$ cat src/include/fault_trip_pkg.sv
// Shared constants, states and carrier types for the fault trip manager.
package fault_trip_pkg;

  // Width of a fault or warning code number.
  localparam int CODE_W = 8;

  // Motor-construction setting value that selects a surface-magnet motor.
  localparam int MOTOR_SEL_W = 4;
  localparam logic [MOTOR_SEL_W-1:0] MOTOR_SPM_SEL = 4'h1;

  // Flash timing: half period of the flashing indications.
  localparam int CLK_KHZ = 200000;
  localparam int BLINK_HALF_MS = 250;
  localparam int BLINK_HALF_CYCLES = BLINK_HALF_MS * CLK_KHZ;
  localparam int BLINK_W = 27;

  // Reset values.
  localparam logic [CODE_W-1:0] CODE_RST = 8'h00;

  // Synchroniser bit positions.
  localparam int SYNC_W = 6;
  localparam int SYNC_PANEL = 0;
  localparam int SYNC_DIGITAL = 1;
  localparam int SYNC_SERIAL = 2;
  localparam int SYNC_AUTO = 3;
  localparam int SYNC_MAINS = 4;
  localparam int SYNC_AUTO_ON = 5;

  // Operating state, Gray coded along run, trip, trip lock, wait.
  typedef enum logic [1:0] {
    ST_RUN = 2'h0,
    ST_TRIP = 2'h1,
    ST_LOCK = 2'h3,
    ST_WAIT_ON = 2'h2
  } trip_state_e;

  // Reset request pins, one per source.
  typedef struct packed {
    logic auto_rst;
    logic serial;
    logic digital;
    logic panel;
  } reset_req_s;

  // Fault report from the detection logic on the same clock.
  typedef struct packed {
    logic present;
    logic serious;
    logic phase_stall;
    logic configurable;
    logic as_alarm;
    logic [CODE_W-1:0] code;
  } fault_rep_s;

  // Warning report from the detection logic on the same clock.
  typedef struct packed {
    logic present;
    logic [CODE_W-1:0] code;
  } warn_rep_s;

endpackage

$ cat src/design/fault_trip_manager.sv
// Fault classification, trip and trip-lock sequencing, and indicators.
//
// Functional notes
// - Every alarm forces trip or trip lock.
// - Reset from panel, input, serial, auto.
// - Trip removes motor drive, logic keeps running.
// - Trip reset accepted only after cause cleared.
// - Only serious faults trip-lock, drive removed.
// - Trip lock rejects resets until power cycled.
// - Warning and alarm lights per system status.
// - Warning code steady, alarm code flashing.
// - Panel reset waits for auto-on to restart.
// - Auto reset never clears a trip lock.
// - Trip flashes both; cleared cause flashes alarm.
// - Surface-magnet setting masks phase and stall faults.
// - Configurable faults report as warning or alarm.
// - After power cycle, lock reset once cleared.
// - Refused reset leaves alarm latched.
module fault_trip_manager
  import fault_trip_pkg::*;
#(
  parameter int unsigned BLINK_CYCLES = BLINK_HALF_CYCLES
)
(
  // Clock and reset
  input wire logic core_clk_i,
  input wire logic nrst_i,
  // Fault detection and settings
  input wire fault_rep_s fault_i,
  input wire warn_rep_s warn_i,
  input wire logic [MOTOR_SEL_W-1:0] surface_magnet_motor_setting_i,
  // Pins from panel, terminals, fieldbus and supply monitor
  input wire reset_req_s reset_req_i,
  input wire logic mains_restored_i,
  input wire logic auto_on_i,
  // Drive and status
  output logic motor_drive_en_o,
  output trip_state_e state_o,
  // Indicator lights and operator_panel display
  output logic power_led_o,
  output logic warn_led_o,
  output logic alarm_led_o,
  output logic [CODE_W-1:0] display_code_o,
  output logic display_lit_o
);

  //////////////////////////////////////////////////////////////////////////
  // Input synchronisers and event detection.

  logic [SYNC_W-1:0] sync1_reg;
  logic [SYNC_W-1:0] sync2_reg;
  logic any_prev_reg;
  logic mains_prev_reg;

  wire logic any_lvl;
  wire logic manual_lvl;
  wire logic panel_lvl;
  wire logic auto_on_lvl;
  wire logic rst_pulse;
  wire logic mains_edge;

  always_ff @(posedge core_clk_i)
  begin
    if (!nrst_i)
    begin
      sync1_reg <= '0;
      sync2_reg <= '0;
      any_prev_reg <= 1'b0;
      mains_prev_reg <= 1'b0;
    end
    else
    begin
      sync1_reg <= {auto_on_i, mains_restored_i, reset_req_i};
      sync2_reg <= sync1_reg;
      any_prev_reg <= any_lvl;
      mains_prev_reg <= sync2_reg[SYNC_MAINS];
    end
  end

  assign any_lvl = |sync2_reg[SYNC_AUTO:SYNC_PANEL];
  assign manual_lvl = |sync2_reg[SYNC_SERIAL:SYNC_PANEL];
  assign panel_lvl = sync2_reg[SYNC_PANEL];
  assign auto_on_lvl = sync2_reg[SYNC_AUTO_ON];
  assign rst_pulse = any_lvl & ~any_prev_reg;
  assign mains_edge = sync2_reg[SYNC_MAINS] & ~mains_prev_reg;

  //////////////////////////////////////////////////////////////////////////
  // Fault classification.

  wire logic suppress;
  wire logic cause_live;
  wire logic alarm_eff;
  wire logic warn_eff;

  assign suppress = fault_i.phase_stall
                    & (surface_magnet_motor_setting_i == MOTOR_SPM_SEL);
  assign cause_live = fault_i.present & ~suppress;
  assign alarm_eff = cause_live & (~fault_i.configurable | fault_i.as_alarm);
  assign warn_eff = warn_i.present
                    | (cause_live & fault_i.configurable & ~fault_i.as_alarm);

  //////////////////////////////////////////////////////////////////////////
  // Trip state machine.

  trip_state_e state_reg;
  trip_state_e state_next;
  logic lock_armed_reg;
  logic [CODE_W-1:0] alarm_code_reg;

  wire logic trip_reset_ok;
  wire logic lock_reset_ok;
  wire logic entering_alarm;
  wire trip_state_e alarm_target;
  wire trip_state_e reset_target;

  assign trip_reset_ok = rst_pulse & ~cause_live;
  assign lock_reset_ok = rst_pulse & manual_lvl & ~cause_live
                         & ~lock_armed_reg;
  assign alarm_target = fault_i.serious ? ST_LOCK : ST_TRIP;
  assign reset_target = panel_lvl ? ST_WAIT_ON : ST_RUN;

  always_comb
  begin
    state_next = state_reg;
    case (state_reg)
      ST_RUN:
      begin
        if (alarm_eff)
          state_next = alarm_target;
      end
      ST_WAIT_ON:
      begin
        if (alarm_eff)
          state_next = alarm_target;
        else if (auto_on_lvl)
          state_next = ST_RUN;
      end
      ST_TRIP:
      begin
        if (alarm_eff && fault_i.serious)
          state_next = ST_LOCK;
        else if (trip_reset_ok)
          state_next = reset_target;
      end
      ST_LOCK:
      begin
        if (lock_reset_ok)
          state_next = reset_target;
      end
      default:
        state_next = ST_TRIP;
    endcase
  end

  assign entering_alarm = (state_next == ST_TRIP || state_next == ST_LOCK)
                          && state_next != state_reg;

  always_ff @(posedge core_clk_i)
  begin
    if (!nrst_i)
    begin
      state_reg <= ST_RUN;
      lock_armed_reg <= 1'b0;
      alarm_code_reg <= CODE_RST;
    end
    else
    begin
      state_reg <= state_next;
      if (entering_alarm && state_next == ST_LOCK)
        lock_armed_reg <= 1'b1;
      else if (mains_edge)
        lock_armed_reg <= 1'b0;
      if (entering_alarm)
        alarm_code_reg <= fault_i.code;
    end
  end

  //////////////////////////////////////////////////////////////////////////
  // Flash divider.

  logic [BLINK_W-1:0] blink_cnt_reg;
  logic blink_reg;
  wire logic blink_tick;

  assign blink_tick = blink_cnt_reg == BLINK_W'(BLINK_CYCLES - 1);

  always_ff @(posedge core_clk_i)
  begin
    if (!nrst_i)
    begin
      blink_cnt_reg <= '0;
      blink_reg <= 1'b0;
    end
    else
    begin
      blink_cnt_reg <= blink_tick ? '0 : blink_cnt_reg + 1'b1;
      if (blink_tick)
        blink_reg <= ~blink_reg;
    end
  end

  //////////////////////////////////////////////////////////////////////////
  // Indicators and outputs.

  wire logic in_alarm;
  wire logic warn_led_next;
  wire logic alarm_led_next;
  wire logic [CODE_W-1:0] code_next;
  wire logic lit_next;

  assign in_alarm = state_reg == ST_TRIP || state_reg == ST_LOCK;
  assign warn_led_next = (state_reg == ST_LOCK) ? 1'b1 :
                         (state_reg == ST_TRIP) ? (cause_live & blink_reg) :
                         warn_eff;
  assign alarm_led_next = in_alarm & blink_reg;
  assign code_next = in_alarm ? alarm_code_reg :
                     warn_eff ? warn_i.code : CODE_RST;
  assign lit_next = in_alarm ? blink_reg : warn_eff;

  always_ff @(posedge core_clk_i)
  begin
    if (!nrst_i)
    begin
      motor_drive_en_o <= 1'b0;
      state_o <= ST_RUN;
      power_led_o <= 1'b0;
      warn_led_o <= 1'b0;
      alarm_led_o <= 1'b0;
      display_code_o <= CODE_RST;
      display_lit_o <= 1'b0;
    end
    else
    begin
      motor_drive_en_o <= state_next == ST_RUN;
      state_o <= state_next;
      power_led_o <= 1'b1;
      warn_led_o <= warn_led_next;
      alarm_led_o <= alarm_led_next;
      display_code_o <= code_next;
      display_lit_o <= lit_next;
    end
  end
endmodule

$ cat config.mk
export PLATFORM = sky130hd
export DESIGN_NAME = fault_trip_manager
export DESIGN_NICKNAME = d
export VERILOG_FILES = /design/src/include/fault_trip_pkg.sv /design/src/design/fault_trip_manager.sv
export SDC_FILE = /design/constraint.sdc
export NUM_CORES = 1
export LEC_CHECK = 0
export ABC_AREA = 1
export BUFFER_PORTS_ARGS = -buffer_cell sky130_fd_sc_hd__buf_2
export CAP_MARGIN = 0
export CORE_ASPECT_RATIO = 1.75
export CORE_MARGIN = 5
export CORE_UTILIZATION = 45
export CTS_CLUSTER_DIAMETER = 80
export DETAILED_ROUTE_END_ITERATION = 16
export PLACE_DENSITY = 0.66
export SLEW_MARGIN = 5
export SYNTH_ARGS = -nofsm -noshare
export SYNTH_HDL_FRONTEND = slang
export SYNTH_SLANG_ARGS = --single-unit
$ cat constraint.sdc
create_clock -name core_clk_i -period 1.38 [get_ports core_clk_i]
set_input_delay 0.069 -clock core_clk_i [delete_from_list [all_inputs] [get_ports core_clk_i]]
set_output_delay 0.069 -clock core_clk_i [all_outputs]
set_load 0.005 [all_outputs]
## Word-level counts from Yosys, hierarchy flattened

Index checks and enable logic that the tools add are counted.

| cells by class | value |
|---|---|
| add/subtract/negate cells | 1 |
| equal/unequal tests | 8 |
| muxes and demuxes | 17 |
| bitwise logic cells | 24 |
| reduce and logical (&&, ||, !) cells | 11 |

Operators with widths:

| operator | number |
|---|---|
| $add A27 B1 Y27 const B | 1 |
| $eq A27 B26 Y1 const B | 1 |
| $mux W2 | 8 |
| $mux W8 | 2 |
| $and A1 B1 Y1 | 13 |
| $not A1 Y1 | 9 |
| $pmux W2 S4 | 1 |
| $eq A2 B2 Y1 const B | 3 |
| $mux W1 | 6 |
| $eq A2 B1 Y1 const B | 2 |
| $eq A4 B1 Y1 const B | 1 |
| $logic_not A2 Y1 | 2 |
| $reduce_or A4 Y1 | 1 |
| $logic_and A1 B1 Y1 | 3 |
| $reduce_or A3 Y1 | 1 |
| $logic_or A1 B1 Y1 | 2 |
| $ne A2 B2 Y1 | 1 |
| $or A1 B1 Y1 | 2 |
| $reduce_bool A2 Y1 | 1 |
| $reduce_or A2 Y1 | 1 |

| storage, ports and cells | value |
|---|---|
| register bits | 66 |
| input bits | 34 |
| output and inout port bits | 15 |

## Logic depth before layout (Yosys ltp)

Gate-level depths: netlist of run 1.

| depth | value |
|---|---|
| word-level depth | 14 |
| mapped depth | 11 |
| gate-level depth less buffers | 11 |

## Worst setup path after synthesis of run 1

Ideal clock, no wire load.

| timing | value |
|---|---|
| path kind | reg2reg |
| start | register blink_cnt_reg[0] |
| end | register blink_cnt_reg[23] |
| library setup time | 113 ps |
| arrival time | 1,298 ps |
| path slack | -31 ps |
| stages on the path, launching flop included | 12 |
| path buffers | 0 |
| period minus slack after synthesis | 1,411 ps |
| path through | dfxtp_1 nand3_1 nor2_1 nand3_2 nor2_2 nand2_1 inv_1 nand3_2 nor2_2 nand2_1 nand2_1 nor2_1 |

| on the way | value |
|---|---|
| longest elaborated chain between the ends | 2 |
| elaborated cells between the ends (all ways) | 3 |

Ends and longest elaborated chain:

| item | RTL line | source |
|---|---|---|
| start, declared | fault_trip_manager.sv:181 | `logic [BLINK_W-1:0] blink_cnt_reg;` |
| start signal, assigned | fault_trip_manager.sv:196 | `blink_cnt_reg <= blink_tick ? '0 : blink_cnt_reg + 1'b1;` |
| branches (longest 2 deep; another with $add A27 B1 Y27) | -- |  |

Several ways; the timed one is not identified.
A chain may end at the register's enable or synchronous reset.

## Final worst setup path of run 1

| timing | value |
|---|---|
| start | register blink_cnt_reg[8] |
| end | register blink_reg |

| on the way | value |
|---|---|
| longest elaborated chain between the ends | 1 |

Ends and longest elaborated chain:

| item | RTL line | source |
|---|---|---|
| $eq A27 B26 Y1 | fault_trip_manager.sv:185 | `assign blink_tick = blink_cnt_reg == BLINK_W'(BLINK_CYCLES - 1);` |
| end signal, assigned | fault_trip_manager.sv:198 | `blink_reg <= ~blink_reg;` |
| end, declared | fault_trip_manager.sv:182 | `logic blink_reg;` |

Every way passes these cells.

==> flow_summary.ini, run 1 <==
[final_layout]
layout.nets = 563
fillCellCount = 407
layout-drive-gt1-share = 0.454
syn_to_final_growth_pct = 61.1
antennaDiodeCount = 0
final_area_mm2 = 0.00453
largest_reg_flops = 27
layout_commonest_cell = buf_4
final_cell_mix = buf_4, inv_1, nand2_1
post-route-util = 0.739

[cts]
numCtsBuffers = 9
cts_root_buffer = clkbuf_8
htreeDepth = 3
path_clk_slew_ns = 0.07
cts_num_sinks = 66
tritoncts = yes
clkLatencyLatePin_ns = 0.35
cts_max_path_buffers = 2

[synthesis]
syn_nets = 410
ys_types = 30
ys_ff_latch = 66
postSynthAreaPerCell_um2 = 7.51
syn_area_mm2 = 0.00282
synth_warnings = 0
syn_inst = 375
seq_area_frac_synth = 0.469

[detailed_routing]
dr.first_iter.drc_count = 187
ant_nets = 0
first_pass_iters = 4
via_count = 3100
wire_per_inst_um = 14.5
post_drt_via_cell_ratio = 5.06
post-route-drc-count = 0
wirelength_um = 8910

[worst_setup_path]
end_kind = flip-flop
crit_required_ns = 1.62
critPathSlowestCell = dfxtp_2
cp.arrival_ns = 1.81
cp-start-kind = flip-flop
cp_top_family = buffers and inverters
worstPathCellList = inv_1 -> buf_4 -> nand4_1 -> nor3_2 -> nand3_2 -> buf_4 -> buf_4 -> o21ai_1 -> a21oi_1
crit_top_cell = buf_4
crit_path_max_fanout = 3
crit_buf_inv = 4
slowest_delay_ns = 0.32
rrSetupSlack_ns = -0.19
worstSetupPathType = flip-flop to flip-flop

[sta]
fmax_mhz = 636
hold_viol = 1
hold_slack_ns = -0.00765
worst_slew_pin_slew_ns = 0.294
slew_headroom = 0.802
rsz0062_at_grt = true
worst_slack_ns = -0.193
fin_skew_ns = 0.00810
setup_viol = 32
period_share = 1.14
final_max_slew_viol_count = 0
period_needed_ns = 1.57

[floorplanning]
pin_count = 49
start_util = 0.459
rows = 38
die_width_um = 69.8
dieArea_mm2 = 0.00800
die_y_um = 115
core_area_mm2 = 0.00613

[global_routing]
use_met3 = 0.0659
antenna_found_initial = 0
grt_util_met1 = 0.181
track_usage = 0.217
grtUsageMet2 = 0.435
grt_max_degree = 19
grt_pass1_wl_um = 13600
grt_pass1_vias = 3140
grt.overflow.total = 0
top_usage_layer = met2

[pwr]
ir_drop_mv = 0.587
p_leak_nw = 2.10
p_per_area_mw_per_mm2 = 956

[placement]
placement.io_buffers = 48
dp_worst_setup_slack_ns = -0.164
post_dp_cell_area_mm2 = 0.00356
place_hpwl_um = 5380
place_congestion = 0.893

[status]
status = finished with violations
violations = hold timing, setup timing

[flow_run]
maxCapViolations = 0

[worst_hold_path]
min_path_type = input port to flip-flop
[worst paths after layout]
path / start / endpoint / cells after the start
max: blink_cnt_reg[8]$_SDFF_PP0_ / blink_reg$_SDFFE_PN0P_ / 9
min: fault_i[2] / alarm_code_reg[2]$_SDFFE_PN0P_ / 3
max reg2reg: blink_cnt_reg[8]$_SDFF_PP0_ / blink_reg$_SDFFE_PN0P_ / 9
min reg2reg: sync1_reg[2]$_SDFF_PN0_ / sync2_reg[2]$_SDFF_PN0_ / 2
[power by group]
part / switching, mW / internal (mW) / total [mW] / leakage, nW
combinational: 0.350 / 0.309 / 0.660 / 1.45
sequential: 0.0641 / 2.01 / 2.07 / 0.548
clock: 0.771 / 0.829 / 1.60 / 0.0990
[layer usage]
metal / vias to the layer above / wire length [µm]
met5: - / 0
met4: 0 / 375
met3: 36 / 521
met2: 115 / 5070
met1: 1434 / 2950
li1: 1515 / -
[synthesized netlist by cell type, drive strengths merged]
cell	number	area [µm²]
nor3b	2	15.0
a31oi	1	6.26
o21ai	23	115
inv	60	225
clkbuf	5	18.8
dfxtp	66	1320
ha	1	12.5
nor2	51	231
xor2	4	35.0
a21oi	16	80.1
xnor2	1	8.76
nand3	30	170
or2	3	18.8
nor4	3	18.8
nand4	12	75.1
nand2	67	269
nor3	23	136
o21bai	1	7.51
buf	4	35.0
o211ai	2	15.0
[tightest hold or removal path: stages]
cell	delay [ns]
buf_2	0.11
nor3_4	0.04
nor2_2	0.09
[cells by family after synthesis]
logic type	Yosys count	share of synthesized area
fa+ha+maj	1	0.00444
simple gates	191	0.332
xor+xnor	5	0.0156
flops	66	0.469
buf+inv	69	0.0991
compound gates	43	0.0796
[through the flow]
step,cells,TNS [ns],total power [mW]
after floorplan,375,-0.0288,2.33
after global placement,553,-1.44,2.51
after detailed placement,553,-2.80,2.53
after CTS,604,-1.77,4.24
after global routing,613,-5.21,4.50
final,613,-2.19,4.33
[repair_timing]
action,CTS,global route
hold endpoints to repair,21,0
cloned,2,1
setup endpoints to repair,35,38
hold buffers,21,0
resized for setup,60,60
pin swaps,26,42
setup buffers,12,9
[layout make-up]
class / count / area, µm² / share of cell area
inverter: 60 / 228 / 0.0502
timing repair buffer: 150 / 1120 / 0.248
clock buffer: 9 / 124 / 0.0273
tap: 80 / 100 / 0.0221
multi-input combinational: 241 / 1540 / 0.341
clock inverter: 7 / 70.1 / 0.0155
sequential: 66 / 1350 / 0.297
Note: power is estimated with default switching activity, not from simulation.
==> inputs of run 2 (changes only) <==
Settings changed: CORE_UTILIZATION 45 to 50, PLACE_DENSITY 0.66 to 0.72.
==> flow_summary.ini, run 2 (synthesis results as in run 1) <==
[sta]
slew_headroom = 0.819
hold_viol = 0
final.setup.tns_ns = -5.07
setup_viol = 38
period_needed_ns = 1.57
rsz0062_at_grt = true
worst_slack_ns = -0.195
worst_slew_pin_slew_ns = 0.269
final_max_slew_viol_count = 0
period_share = 1.14
fmax_mhz = 635
fin_skew_ns = 0.00860

[worst_setup_path]
slowest_delay_ns = 0.38
rrSetupSlack_ns = -0.19
worstSetupPathType = flip-flop to flip-flop
cp-start-kind = flip-flop
end_kind = flip-flop
reg2reg_depth = 9
rr_endpoint = alarm_code_reg[1]$_SDFFE_PN0P_
crit_required_ns = 1.64
cp_top_family = simple AND/OR/NAND/NOR gates
worstPathCellList = inv_1 -> nor2_2 -> nand2_1 -> nand2_2 -> nor2_4 -> buf_6 -> nor2_4 -> o21ai_0 -> nor2_1
crit_path_max_fanout = 5
crit-reg2reg-launch = state_o[0]$_SDFF_PN0_
crit_buf_inv = 2
critPathSlowestCell = dfxtp_2
crit_top_cell = nor2_4
cp.arrival_ns = 1.84

[floorplanning]
rows = 36
pin_count = 49
die_width_um = 66.7
die_y_um = 109
dieArea_mm2 = 0.00729
core_area_mm2 = 0.00554
start_util = 0.508

[status]
violations = setup timing
status = finished with violations

[detailed_routing]
dr.first_iter.drc_count = 325
dr_wl_met3_um = 587
via_count = 3201
highest-signal-layer = met4
post_drt_via_cell_ratio = 5.32
post-route-drc-count = 0
route.met2.wl_um = 5380
first_pass_iters = 5
wirelength_um = 10100
wl_met1_um = 3330
ant_nets = 0
wire_per_inst_um = 16.7

[worst_hold_path]
hold_end = power_led_o$_DFF_P_
whs_path_depth = 2
min_path_type = input port to flip-flop
min_from = nrst_i

[global_routing]
grt.overflow.total = 0
grt_pass1_wl_um = 13300
grt_max_degree = 19
antenna_found_initial = 0
track_usage = 0.244
grt_pass1_vias = 3097

[final_layout]
final_area_mm2 = 0.00454
antennaDiodeCount = 0
layout_commonest_cell = buf_4
final_cells = 602
largest_reg_flops = 27
final_cell_mix = buf_4, inv_1, nand2_1
layout-drive-gt1-share = 0.443
post-route-util = 0.819
area.sequential_mm2 = 0.00135
syn_to_final_growth_pct = 61.2
layout.nets = 557
multi_input_area_mm2 = 0.00159
fillCellCount = 314

[cts]
cts_num_sinks = 66
cts_max_path_buffers = 2
cts_root_buffer = clkbuf_8
clkLatencyLatePin_ns = 0.34
tritoncts = yes
numCtsBuffers = 9
htreeDepth = 3
path_clk_slew_ns = 0.07

[pwr]
power_mw = 4.42
p_per_area_mw_per_mm2 = 975
p_leak_nw = 2.01
ir_drop_mv = 0.649

[placement]
place_hpwl_um = 5480
post_dp_cell_area_mm2 = 0.00357
place_congestion = 0.904
placement.io_buffers = 48
dp_cells = 550

[flow_run]
maxCapViolations = 0
run 2: cell count changes in the layout (fill, tap and decap cells not counted), sizes merged:
| cell | change |
|---|---|
| buf | -7 |
| clkbuf | +3 |
| clkinv | -3 |
| clkinvlp | -1 |
| dlygate4sd3 | +1 |
run 2: what timing repair did:
item / 4_1_cts / 5_1_grt
hold buffers: 22 / 0
buffers inserted: 8 / 6
cloned: 1 / 2
gates resized for setup: 52 / 76
pin swaps: 20 / 33
hold endpoints to repair: 22 / 0
setup endpoints to repair: 35 / 37
run 2: metrics by stage:
| step | worst slack, ns | hold WS, ns |
|---|---|---|
| global route | -0.283 | 0.151 |
| CTS | -0.166 | 0.102 |
| floorplan | -0.0288 | 0.0967 |
| global placement | -0.249 | 0.251 |
| finish | -0.195 | 0.159 |
| detailed placement | -0.280 | 0.255 |
run 2: routing by layer:
metal  global-route usage  vias up
li1                     -     1495
met1                0.215     1489
met2                0.478      160
met3               0.0536       57
met4                0.147        0
met5                    0        -
run 2: power breakdown:
part | total [mW] | internal, mW | leakage (nW) | switching [mW]
Sequential | 2.08 | 2.01 | 0.549 | 0.0724
Clock | 1.58 | 0.870 | 0.0962 | 0.708
Combinational | 0.762 | 0.346 | 1.37 | 0.416
run 2: area by class of cell:
class / count / share of cell area
multi-input combinational: 241 / 0.350
sequential: 66 / 0.298
timing repair buffer: 144 / 0.240
inverter: 60 / 0.0502
clock buffer: 12 / 0.0320
tap: 76 / 0.0210
clock inverter: 3 / 0.00882
run 2: worst max path at each step:
stage                                  from                             end  cells after the start
4_1_cts         blink_cnt_reg[8]$_SDFF_PP0_    blink_cnt_reg[23]$_SDFF_PP0_                     12
6_report              state_o[0]$_SDFF_PN0_  alarm_code_reg[1]$_SDFFE_PN0P_                      9
3_3_place_gp   blink_cnt_reg[15]$_SDFF_PP0_    blink_cnt_reg[23]$_SDFF_PP0_                     10
3_5_place_dp   blink_cnt_reg[15]$_SDFF_PP0_    blink_cnt_reg[23]$_SDFF_PP0_                     10
2_1_floorplan   blink_cnt_reg[0]$_SDFF_PP0_    blink_cnt_reg[18]$_SDFF_PP0_                     10
5_1_grt               state_o[0]$_SDFF_PN0_  alarm_code_reg[7]$_SDFFE_PN0P_                      9
run 2: worst register-to-register path: cells and delay by family, from the launching register on:
family	cells	cell delay [ns]
buffers and inverters	2	0.24
AND/OR/NAND/NOR	6	0.78
AO/OA/AOI/OAI	1	0.10
flip-flops	1	0.38
